`src/logic/line_event_pkg.sv`:
```
// Register map, field positions, reset values and key codes of the line event interrupt block.
// Assumes a 32-bit APB slave where each 8-bit register sits in the low byte of one aligned word.
package line_event_pkg;

  // ----------------------------------------------------------------
  // Bus geometry
  // ----------------------------------------------------------------
  localparam int          DATA_W    = 32;
  localparam int          ADDR_W    = 8;
  localparam int          REG_W     = 8;
  localparam int          IDX_W     = 6;
  localparam logic [1:0]  WORD_PAD  = 2'h0;

  // ----------------------------------------------------------------
  // Register indices; byte address is four times the index
  // ----------------------------------------------------------------
  localparam logic [IDX_W-1:0] IDX_TIMER_PEND = 6'h12;
  localparam logic [IDX_W-1:0] IDX_LINE_PEND  = 6'h13;
  localparam logic [IDX_W-1:0] IDX_MISC_PEND  = 6'h14;
  localparam logic [IDX_W-1:0] IDX_TIMER_MASK = 6'h15;
  localparam logic [IDX_W-1:0] IDX_LINE_MASK  = 6'h16;
  localparam logic [IDX_W-1:0] IDX_MISC_MASK  = 6'h17;
  localparam logic [IDX_W-1:0] IDX_KEY_STATUS = 6'h18;

  // ----------------------------------------------------------------
  // Field positions
  // ----------------------------------------------------------------
  localparam int ALARM_MSB       = 7;
  localparam int ALARM_LSB       = 2;
  localparam int ALARM_N         = 6;
  localparam int HOOK_BIT        = 1;
  localparam int RING_TRIP_BIT   = 0;
  localparam int CAL_ERR_BIT     = 2;
  localparam int IND_DONE_BIT    = 1;
  localparam int TONE_KEY_BIT    = 0;
  localparam int MISC_USED       = 3;
  localparam int KEY_PRESENT_BIT = 4;
  localparam int KEY_CODE_W      = 4;

  // ----------------------------------------------------------------
  // Reset values
  // ----------------------------------------------------------------
  localparam logic [REG_W-1:0]      PEND_RESET = 8'h00;
  localparam logic [REG_W-1:0]      MASK_RESET = 8'h00;
  localparam logic [KEY_CODE_W-1:0] CODE_RESET = 4'h0;
  localparam logic [DATA_W-1:0]     RDATA_ZERO = 32'h0000_0000;

  // ----------------------------------------------------------------
  // Key index at the detector input (0..9 digits, then * # A B C D)
  // ----------------------------------------------------------------
  localparam logic [KEY_CODE_W-1:0] KEY_IDX_ZERO  = 4'h0;
  localparam logic [KEY_CODE_W-1:0] KEY_IDX_STAR  = 4'hA;
  localparam logic [KEY_CODE_W-1:0] KEY_IDX_POUND = 4'hB;
  localparam logic [KEY_CODE_W-1:0] KEY_IDX_A     = 4'hC;
  localparam logic [KEY_CODE_W-1:0] KEY_IDX_B     = 4'hD;
  localparam logic [KEY_CODE_W-1:0] KEY_IDX_C     = 4'hE;
  localparam logic [KEY_CODE_W-1:0] KEY_IDX_D     = 4'hF;

  // ----------------------------------------------------------------
  // Reported key codes
  // ----------------------------------------------------------------
  localparam logic [KEY_CODE_W-1:0] KEY_CODE_ZERO  = 4'hA;
  localparam logic [KEY_CODE_W-1:0] KEY_CODE_STAR  = 4'hB;
  localparam logic [KEY_CODE_W-1:0] KEY_CODE_POUND = 4'hC;
  localparam logic [KEY_CODE_W-1:0] KEY_CODE_A     = 4'hD;
  localparam logic [KEY_CODE_W-1:0] KEY_CODE_B     = 4'hE;
  localparam logic [KEY_CODE_W-1:0] KEY_CODE_C     = 4'hF;
  localparam logic [KEY_CODE_W-1:0] KEY_CODE_D     = 4'h0;

  // ----------------------------------------------------------------
  // Bus slave phase
  // ----------------------------------------------------------------
  typedef enum logic [0:0] {
    BUS_WAIT  = 1'b0,
    BUS_READY = 1'b1
  } bus_state_t;

endpackage

```
`src/logic/line_event_interrupt_status.sv`:
```
// Pending flags, masks, tone key status and interrupt request for the line interface.
// Assumes event inputs synchronous to pclk; APB master per AMBA APB protocol.
// Function
// - Six alarm pending flags in line pending bits 7..2, alarm six at bit 7.
// - Hook change pending, bit 1, set on every hook state change after the first cycle out of reset, closure or opening.
// - Ring trip pending, bit 0, set on a ring trip event.
// - Writing one clears that pending bit only; other bits stay.
// - Calibration error pending, misc bit 2, hook change during calibration.
// - Indirect done pending, misc bit 1, set when pending indirect service finishes.
// - Tone key pending, misc bit 0, set when a key is detected.
// - Timer mask: eight timer event enables, one enables, zero masks.
// - Line mask mirrors line pending layout; one enables, zero masks.
// - Misc mask bits 2..0 enable misc events; bits 7..3 read zero.
// - Key status bit 4 high while a key is being detected; bits 7..5 zero.
// - Key code bits 3..0: digits 1..9 as binary, zero 1010, star 1011, pound 1100.
// - Letter keys: A 1101, C 1111, D 0000.
// - Timer events set timer pending flags at the same bits, cleared by writing one.
`timescale 1ns/1ps

module line_event_interrupt_status
  import line_event_pkg::*;
(
  input  wire logic                             pclk,
  input  wire logic                             presetn,
  input  wire logic                             psel,
  input  wire logic                             penable,
  input  wire logic                             pwrite,
  input  wire logic [line_event_pkg::ADDR_W-1:0] paddr,
  input  wire logic [line_event_pkg::DATA_W-1:0] pwdata,
  input  wire logic [3:0]                       pstrb,
  output logic      [line_event_pkg::DATA_W-1:0] prdata,
  output logic                                  pready,
  output logic                                  pslverr,
  input  wire logic [line_event_pkg::REG_W-1:0]  timer_event,
  input  wire logic [line_event_pkg::ALARM_N-1:0] alarm_event,
  input  wire logic                             ring_trip_event,
  input  wire logic                             hook_state,
  input  wire logic                             cal_running,
  input  wire logic                             indirect_busy,
  input  wire logic                             key_detect,
  input  wire logic [line_event_pkg::KEY_CODE_W-1:0] key_index,
  output logic                                  irq
);
  import line_event_pkg::*;

  // ----------------------------------------------------------------
  // Helper functions
  // ----------------------------------------------------------------
  // Byte address of a register index
  function automatic logic [ADDR_W-1:0] reg_addr(input logic [IDX_W-1:0] idx);
    reg_addr = {idx, WORD_PAD};
  endfunction

  // Key index to reported code
  function automatic logic [KEY_CODE_W-1:0] encode_key(input logic [KEY_CODE_W-1:0] idx);
    case (idx)
      KEY_IDX_ZERO:  encode_key = KEY_CODE_ZERO;
      KEY_IDX_STAR:  encode_key = KEY_CODE_STAR;
      KEY_IDX_POUND: encode_key = KEY_CODE_POUND;
      KEY_IDX_A:     encode_key = KEY_CODE_A;
      KEY_IDX_B:     encode_key = KEY_CODE_B;
      KEY_IDX_C:     encode_key = KEY_CODE_C;
      KEY_IDX_D:     encode_key = KEY_CODE_D;
      default:       encode_key = idx;
    endcase
  endfunction

  // Write-one-clear with the new event taking priority
  function automatic logic [REG_W-1:0] w1c_next(input logic [REG_W-1:0] cur,
                                                input logic [REG_W-1:0] clr,
                                                input logic [REG_W-1:0] set);
    w1c_next = (cur & ~clr) | set;
  endfunction

  // ----------------------------------------------------------------
  // State
  // ----------------------------------------------------------------
  bus_state_t                bus_q;
  logic [REG_W-1:0]          timer_pend_q;
  logic [REG_W-1:0]          line_pend_q;
  logic [REG_W-1:0]          misc_pend_q;
  logic [REG_W-1:0]          timer_mask_q;
  logic [REG_W-1:0]          line_mask_q;
  logic [REG_W-1:0]          misc_mask_q;
  logic                      key_present_q;
  logic [KEY_CODE_W-1:0]     key_code_q;
  logic                      hook_prev_q;
  logic                      hook_armed_q;
  logic                      busy_prev_q;
  logic                      key_prev_q;
  logic [DATA_W-1:0]         prdata_q;
  logic                      pready_q;
  logic                      pslverr_q;
  logic                      irq_q;

  logic                      access_done;
  logic                      wr_en;
  logic                      hit_timer_pend;
  logic                      hit_line_pend;
  logic                      hit_misc_pend;
  logic                      hit_timer_mask;
  logic                      hit_line_mask;
  logic                      hit_misc_mask;
  logic                      hit_key_status;
  logic                      mapped;
  logic [REG_W-1:0]          wbyte;
  logic [REG_W-1:0]          timer_clr;
  logic [REG_W-1:0]          line_clr;
  logic [REG_W-1:0]          misc_clr;
  logic                      hook_edge;
  logic                      cal_err_event;
  logic                      ind_done_event;
  logic                      key_rise;
  logic [REG_W-1:0]          line_set;
  logic [REG_W-1:0]          misc_set;
  logic [REG_W-1:0]          key_status;
  logic [REG_W-1:0]          rd_byte;

  // ----------------------------------------------------------------
  // Address decode
  // ----------------------------------------------------------------
  // A transfer completes at the edge where pready is seen high
  assign access_done    = psel & penable & pready_q;
  assign wr_en          = access_done & pwrite & pstrb[0];
  assign wbyte          = pwdata[REG_W-1:0];
  assign hit_timer_pend = (paddr == reg_addr(IDX_TIMER_PEND));
  assign hit_line_pend  = (paddr == reg_addr(IDX_LINE_PEND));
  assign hit_misc_pend  = (paddr == reg_addr(IDX_MISC_PEND));
  assign hit_timer_mask = (paddr == reg_addr(IDX_TIMER_MASK));
  assign hit_line_mask  = (paddr == reg_addr(IDX_LINE_MASK));
  assign hit_misc_mask  = (paddr == reg_addr(IDX_MISC_MASK));
  assign hit_key_status = (paddr == reg_addr(IDX_KEY_STATUS));
  assign mapped         = hit_timer_pend | hit_line_pend | hit_misc_pend | hit_timer_mask
                        | hit_line_mask | hit_misc_mask | hit_key_status;

  // Clear masks from a write of ones
  assign timer_clr = (wr_en & hit_timer_pend) ? wbyte : PEND_RESET;
  assign line_clr  = (wr_en & hit_line_pend)  ? wbyte : PEND_RESET;
  assign misc_clr  = (wr_en & hit_misc_pend)  ? wbyte : PEND_RESET;

  // ----------------------------------------------------------------
  // Event detection
  // ----------------------------------------------------------------
  // Hook edge is ignored for the first cycle; the previous level is unknown until then
  assign hook_edge      = hook_armed_q & (hook_state ^ hook_prev_q);
  assign cal_err_event  = hook_edge & cal_running;
  assign ind_done_event = busy_prev_q & ~indirect_busy;
  assign key_rise       = key_detect & ~key_prev_q;

  // Event vectors in register layout
  assign line_set = {alarm_event, hook_edge, ring_trip_event};
  assign misc_set = {{(REG_W-MISC_USED){1'b0}}, cal_err_event, ind_done_event, key_rise};

  // Previous levels for edge detection
  always_ff @(posedge pclk or negedge presetn)
  begin
    if (!presetn)
    begin
      hook_prev_q  <= 1'b0;
      hook_armed_q <= 1'b0;
      busy_prev_q  <= 1'b0;
      key_prev_q   <= 1'b0;
    end
    else
    begin
      hook_prev_q  <= hook_state;
      hook_armed_q <= 1'b1;
      busy_prev_q  <= indirect_busy;
      key_prev_q   <= key_detect;
    end
  end

  // ----------------------------------------------------------------
  // Pending flags
  // ----------------------------------------------------------------
  // Flags set even while masked, so software can poll them
  always_ff @(posedge pclk or negedge presetn)
  begin
    if (!presetn)
    begin
      timer_pend_q <= PEND_RESET;
      line_pend_q  <= PEND_RESET;
      misc_pend_q  <= PEND_RESET;
    end
    else
    begin
      timer_pend_q <= w1c_next(timer_pend_q, timer_clr, timer_event);
      line_pend_q  <= w1c_next(line_pend_q, line_clr, line_set);
      misc_pend_q  <= w1c_next(misc_pend_q, misc_clr, misc_set);
    end
  end

  // ----------------------------------------------------------------
  // Masks
  // ----------------------------------------------------------------
  // Reserved misc mask bits are never stored, so they read zero
  always_ff @(posedge pclk or negedge presetn)
  begin
    if (!presetn)
    begin
      timer_mask_q <= MASK_RESET;
      line_mask_q  <= MASK_RESET;
      misc_mask_q  <= MASK_RESET;
    end
    else
    begin
      if (wr_en && hit_timer_mask)
        timer_mask_q <= wbyte;
      if (wr_en && hit_line_mask)
        line_mask_q <= wbyte;
      if (wr_en && hit_misc_mask)
        misc_mask_q <= {{(REG_W-MISC_USED){1'b0}}, wbyte[MISC_USED-1:0]};
    end
  end

  // ----------------------------------------------------------------
  // Tone key status
  // ----------------------------------------------------------------
  // Code holds the last key after detection ends, so a late read still sees it
  always_ff @(posedge pclk or negedge presetn)
  begin
    if (!presetn)
    begin
      key_present_q <= 1'b0;
      key_code_q    <= CODE_RESET;
    end
    else
    begin
      key_present_q <= key_detect;
      if (key_detect)
        key_code_q <= encode_key(key_index);
    end
  end

  assign key_status = {{(REG_W-KEY_PRESENT_BIT-1){1'b0}}, key_present_q, key_code_q};

  // ----------------------------------------------------------------
  // Interrupt request
  // ----------------------------------------------------------------
  // Registered, so it trails the pending flags by one cycle
  always_ff @(posedge pclk or negedge presetn)
  begin
    if (!presetn)
      irq_q <= 1'b0;
    else
    begin
      irq_q <= |((timer_pend_q & timer_mask_q) | (line_pend_q & line_mask_q)
                 | (misc_pend_q & misc_mask_q));
    end
  end

  // ----------------------------------------------------------------
  // APB slave
  // ----------------------------------------------------------------
  // Read mux
  always_comb
  begin
    rd_byte = PEND_RESET;
    if (hit_timer_pend)
      rd_byte = timer_pend_q;
    else if (hit_line_pend)
      rd_byte = line_pend_q;
    else if (hit_misc_pend)
      rd_byte = misc_pend_q;
    else if (hit_timer_mask)
      rd_byte = timer_mask_q;
    else if (hit_line_mask)
      rd_byte = line_mask_q;
    else if (hit_misc_mask)
      rd_byte = misc_mask_q;
    else if (hit_key_status)
      rd_byte = key_status;
  end

  // One wait state: data and response are registered at the same edge that raises pready
  always_ff @(posedge pclk or negedge presetn)
  begin
    if (!presetn)
    begin
      bus_q     <= BUS_WAIT;
      pready_q  <= 1'b0;
      pslverr_q <= 1'b0;
      prdata_q  <= RDATA_ZERO;
    end
    else
    begin
      case (bus_q)
        BUS_WAIT:
        begin
          if (psel && penable)
          begin
            bus_q     <= BUS_READY;
            pready_q  <= 1'b1;
            pslverr_q <= ~mapped;
            prdata_q  <= (pwrite || !mapped) ? RDATA_ZERO : {{(DATA_W-REG_W){1'b0}}, rd_byte};
          end
        end
        BUS_READY:
        begin
          bus_q     <= BUS_WAIT;
          pready_q  <= 1'b0;
          pslverr_q <= 1'b0;
          prdata_q  <= RDATA_ZERO;
        end
        default: bus_q <= BUS_WAIT;
      endcase
    end
  end

  assign prdata  = prdata_q;
  assign pready  = pready_q;
  assign pslverr = pslverr_q;
  assign irq     = irq_q;
endmodule // line_event_interrupt_status

```
`config.mk`:
```
export PLATFORM = sky130hd
export DESIGN_NAME = line_event_interrupt_status
export DESIGN_NICKNAME = d
export VERILOG_FILES = /design/src/logic/line_event_pkg.sv /design/src/logic/line_event_interrupt_status.sv
export SDC_FILE = /design/constraint.sdc
export NUM_CORES = 1
export LEC_CHECK = 0
export ABC_AREA = 0
export BUFFER_PORTS_ARGS = -buffer_cell sky130_fd_sc_hd__buf_2
export CAP_MARGIN = 25
export CORE_MARGIN = 5
export CORE_UTILIZATION = 35
export CTS_CLUSTER_SIZE = 30
export DETAILED_ROUTE_END_ITERATION = 12
export GPL_TIMING_DRIVEN = 0
export PLACE_DENSITY = 0.57
export REMOVE_ABC_BUFFERS = 1
export SLEW_MARGIN = 25
export SYNTH_ARGS = -nofsm -noshare
export SYNTH_HDL_FRONTEND = slang
export SYNTH_SLANG_ARGS = --single-unit
```
`constraint.sdc`:
```
create_clock -name pclk -period 2.75 [get_ports pclk]
set_input_delay 0.1375 -clock pclk [delete_from_list [all_inputs] [get_ports pclk]]
set_output_delay 0.1375 -clock pclk [all_outputs]
set_load 0.02 [all_outputs]
```
; Word level (Yosys, flattened, before mapping)
; Cells that the tools add are included.
[op_classes]
bitwise_logic = 36
n_div = 0
n_lt_le_gt_ge = 0
n_mux = 20
n_reduce_logical = 8
n_addsub = 0
mul = 0
eq_ne = 14
shifts = 0
[op_table]
columns = operator, count
row1 = 2-to-1 mux 8 bit, 9
row2 = one-hot mux 32 bit (2 select lines), 1
row3 = "== test 8 x 7 -> 1 bit, second input constant", 7
row4 = AND 8 bit, 5
row5 = 2-to-1 mux 32 bit, 1
row6 = OR 8 bit, 4
row7 = one-hot mux 4 bit (7 select lines), 1
row8 = "== test 4 bit, second input constant", 6
row9 = inverter 8 bit, 3
row10 = AND 1 bit, 11
row11 = 2-to-1 mux 5 bit, 2
row12 = AND 8 x 3 -> 8 bit, 1
row13 = OR 8 x 3 -> 8 bit, 1
row14 = OR reduction 8 bit, 1
row15 = OR 1 bit, 6
row16 = one-hot mux 1 bit (2 select lines), 3
row17 = logical AND 1 bit, 4
row18 = logical NOT 4 bit, 1
row19 = inverter 1 bit, 4
row20 = 2-to-1 mux 1 bit, 3
row21 = "inequality test 2 bit, second input constant", 1
row22 = logical NOT 1 bit, 1
row23 = logical OR 1 bit, 1
row24 = bitwise XOR 1 bit, 1
[word_totals]
word_cells = 94
output_inout_bits = 35
romBits = 0
ramBits = 0
in_bits = 72
regBits = 87
latch_bits = 0
memories = 0

; Logic depth before layout (Yosys ltp)
[logic_depth]
word_depth = 12
ltp_mapped = 7
mapped_depth_nobuf = 5

; Least setup slack after synthesis
; No wires, ideal clock.
[synth_path]
kind = reg2reg
startpoint = reg pready_q, in the netlist pready
endpoint = reg line_mask_q[0]
arrival_ns = 1.331
path_slack_ns = 1.294
stages_incl_launch_ff = 4
setup_time_ns = 0.125
synth_period_minus_slack_ns = 1.456
t_required_ns = 2.625
path_buffers = 0
cell_sequence = dfrtp_1 -> nand4_4 -> nor2_2 -> mux2_2
[synth_via]
elab_chain_len = 4
[synth_rtl]
columns = item, line_no
row1 = start: declaration, line_event_interrupt_status.sv:92  ; logic pready_q;
row2 = start signal: assignment, line_event_interrupt_status.sv:281  ; pready_q <= 1'b0;
row3 = start signal: assignment, line_event_interrupt_status.sv:293  ; pready_q <= 1'b1;
row4 = start signal: assignment, line_event_interrupt_status.sv:301  ; pready_q <= 1'b0;
row5 = AND 1 bit, line_event_interrupt_status.sv:123  ; assign access_done = psel & penable & pready_q;
row6 = AND 1 bit (2 in series), line_event_interrupt_status.sv:124  ; assign wr_en = access_done & pwrite & pstrb[0];
row7 = logical AND 1 bit, line_event_interrupt_status.sv:209  ; if (wr_en && hit_line_mask)
row8 = end signal: assignment, line_event_interrupt_status.sv:210  ; line_mask_q <= wbyte;
row9 = end: declaration, line_event_interrupt_status.sv:83  ; logic [REG_W-1:0] line_mask_q;
; Every way passes these cells.
; A chain may end at the register's enable or synchronous reset.

; Worst setup path in the final report
[layout_path]
startpoint = in paddr[1] (netlist bit)
endpoint = reg timer_pend_q[7]
[layout_via]
elab_chain_len = 6
[layout_rtl]
columns = item, line_no
row1 = start: declaration, line_event_interrupt_status.sv:28  ; input wire logic [line_event_pkg::ADDR_W-1:0] paddr,
row2 = == test 8 x 7 -> 1 bit, line_event_interrupt_status.sv:126  ; assign hit_timer_pend = (paddr == reg_addr(IDX_TIMER_PEND));
row3 = AND 1 bit, line_event_interrupt_status.sv:137  ; assign timer_clr = (wr_en & hit_timer_pend) ? wbyte : PEND_RESET;
row4 = 2-to-1 mux 8 bit, line_event_interrupt_status.sv:137
row5 = inverter 8 bit, line_event_interrupt_status.sv:72  ; w1c_next = (cur & ~clr) | set;
row6 = AND 8 bit, line_event_interrupt_status.sv:72
row7 = OR 8 bit, line_event_interrupt_status.sv:72
row8 = end signal: assignment, line_event_interrupt_status.sv:187  ; timer_pend_q <= w1c_next(timer_pend_q, timer_clr, timer_event);
row9 = end: declaration, line_event_interrupt_status.sv:79  ; logic [REG_W-1:0] timer_pend_q;
; Every way passes these cells.

==> run metrics <==
Resized Gates After CTS=0; GR Overflow Total=0; GRT Util Overall=15.6%; Hold Path Cell Cnt=1; top post-synthesis cells by count=dfrtp_1 (63), nand2_1 (42), buf_4 (24); Placer Congestion=0.834; Starting Density=36.1%; vias per cell=5.13; reg2reg path depth=4; Final ANT Viol Nets=0; required time of the critical path=2.98 ns; Tot Pwr=2.06 mW; n_diodes=0; PwrDens=506 nW/um^2; Design Area, Final=4080 um^2; sequential area share after synthesis=47.1%; setup TNS=0 ns; CTS Buffer Depth=2; Clock transition at path regs=0.07 ns; Avg Inst Size Synth=10.5 um^2; largest net degree at the start of global routing=42; largest fanout on the critical path=17; DR iter-0 viols=172; library cells used by synthesis=48; vias in the first global route=2,635; setup bufs post-CTS=0; outcome=complete, no violations; clock skew=0.00616 ns; worst min-delay path class=input pin to register; antenna violations before repair=0; Placed Cells=494; Routed WL=8.82 mm; Fmax=514 MHz; WHS=0.0241 ns; wire per inst=16.7 um; Core ar.=9280 um^2; ys async rst share=100%; Synth top area share=47.1%; CP Launch Type=input pin; Netlist Area Pre-Place=3350 um^2; DRT Pass-1 Iters=4; Rows=35; unrepaired setup endpoints after global routing=false; layout cell share with drive strength beyond 1=26.3%; die width=108 um; CTS tree=built; Synth warnings=0; H-tree levels=3; CTS root buf=clkbuf_8; CP Data Arrival Time=2.17 ns; post-layout minimum cycle time=1.95 ns; Ports=107; placed cell areas=3670 um^2; final worst slack=0.804 ns; later-pin clock latency in the skew report=0.33 ns; Final nets=466; via count=2,709; final hold viol count=0; Least-Margin Pin Slew=0.855 ns; fin cells=528; utilization after layout=43.9%; final setup vio count=0; MaxCap Viol Count=0; EDFF count, synth=0; die height=108 um; post-synthesis cell count=319; total CTS buffers=9; DP Wirelength=6.28 mm; Die ar.=11,600 um^2; fillers=917; Crit Path Class=input pin to register; Port Buffers=55; Leakage Power=1.81 nW; count leader, synth=dfrtp_1; Hold-fix buffers, CTS=18; Final Slew Violations=0; total clock sinks=63; Main synth FF type=dfrtp_1; Synth area leaders=dfrtp_1 (47%), mux2_2 (6.7%), buf_4 (5.4%); Yosys reg bits=63; first-pass GRT wire length=14.0 mm; DR DRC count=0; Area Overhead vs Synth=21.7%; area leader, netlist=dfrtp_1; Slew HR=42.8%; pre-CTS WS=0.443 ns; part of the cycle the worst path needs=70.8%; Worst VDD drop=0.000286 V; Crit. End Element=register
## critical path: stages
cell and delay (ns):
buf_2 0.12, nor2_2 0.59, nand3_2 0.47, nor3_4 0.54
nand2_1 0.11, a21o_1 0.19
## power breakdown
group          switching, mW  leakage [nW]  internal (mW)
logic                  0.140         0.947         0.0750
clock network          0.358         0.110          0.535
registers             0.0112         0.756          0.944
## layout by cell type (no fill, tap or decap), types with 4 or more instances in the layout
cell,netlist,final
mux2i_1,7,7
dfrtp_1,63,63
a221oi_1,4,4
o211ai_1,4,4
nand4_1,6,6
a21o_1,19,19
dlygate4sd3_1,0,18
clkbuf_8,0,10
o21ai_0,4,4
nand2_1,42,42
mux2_2,20,20
buf_2,6,54
inv_1,4,4
a22oi_1,11,11
a21oi_1,10,10
a22o_1,8,8
a21boi_0,6,6
o21ai_1,4,4
conb_1,2,25
nand3_1,13,13
nor2_1,15,15
## logic make-up after synthesis
family | Yosys count | synth area share, %
AND/OR/NAND/NOR | 105 | 18.3
AO/OA/AOI/OAI | 82 | 17.7
flip-flops | 63 | 47.1
buffers and inverters | 37 | 7.06
multiplexers | 27 | 8.82
XOR/XNOR | 3 | 0.785
other | 2 | 0.224
## final cells by class
type	count	area, um^2	share of cell area, %
multi-input cells	242	1620	39.8
flip-flops and latches	63	1580	38.7
repair buffers	74	478	11.7
well taps	129	161	3.96
clock buffers	11	141	3.47
clock inverters	5	81.3	2.00
inverters	4	15.0	0.368
## state kept, by name, summed over array words and instances (netlist names)
register / cells
timer_pend_q: 8
hook_prev_q: 1
pslverr: 1
hook_armed_q: 1
irq: 1
bus_q: 1
prdata: 8
pready: 1
misc_mask_q: 3
key_present_q: 1
timer_mask_q: 8
misc_pend_q: 8
key_code_q: 4
line_mask_q: 8
busy_prev_q: 1
line_pend_q: 8
## path summary, 6_finish.rpt
kind / to / from / slack [ns]
worst max-delay path: timer_pend_q[7]$_DFF_PN0_ / paddr[1] / 0.80
worst min-delay path: key_present_q$_DFF_PN0_ / key_detect / 0.02
worst max register to register: prdata[3]$_DFFE_PN0P_ / bus_q$_DFF_PN0_ / 0.93
worst min register to register: pslverr$_DFFE_PN0P_ / bus_q$_DFF_PN0_ / 0.49
max in group asynchronous: line_pend_q[0]$_DFF_PN0_ / presetn / 1.98
min in group asynchronous: line_pend_q[6]$_DFF_PN0_ / presetn / 0.24
## layer usage
layer	vias to the layer above	track usage [%]	part of all wire [%]
li1	1275	-	-
met1	1336	20.5	43
met2	84	25.8	48
met3	14	3.30	6.9
met4	0	4.60	1.7
met5	-	0	0
Note: power is estimated with default switching activity, not from simulation.
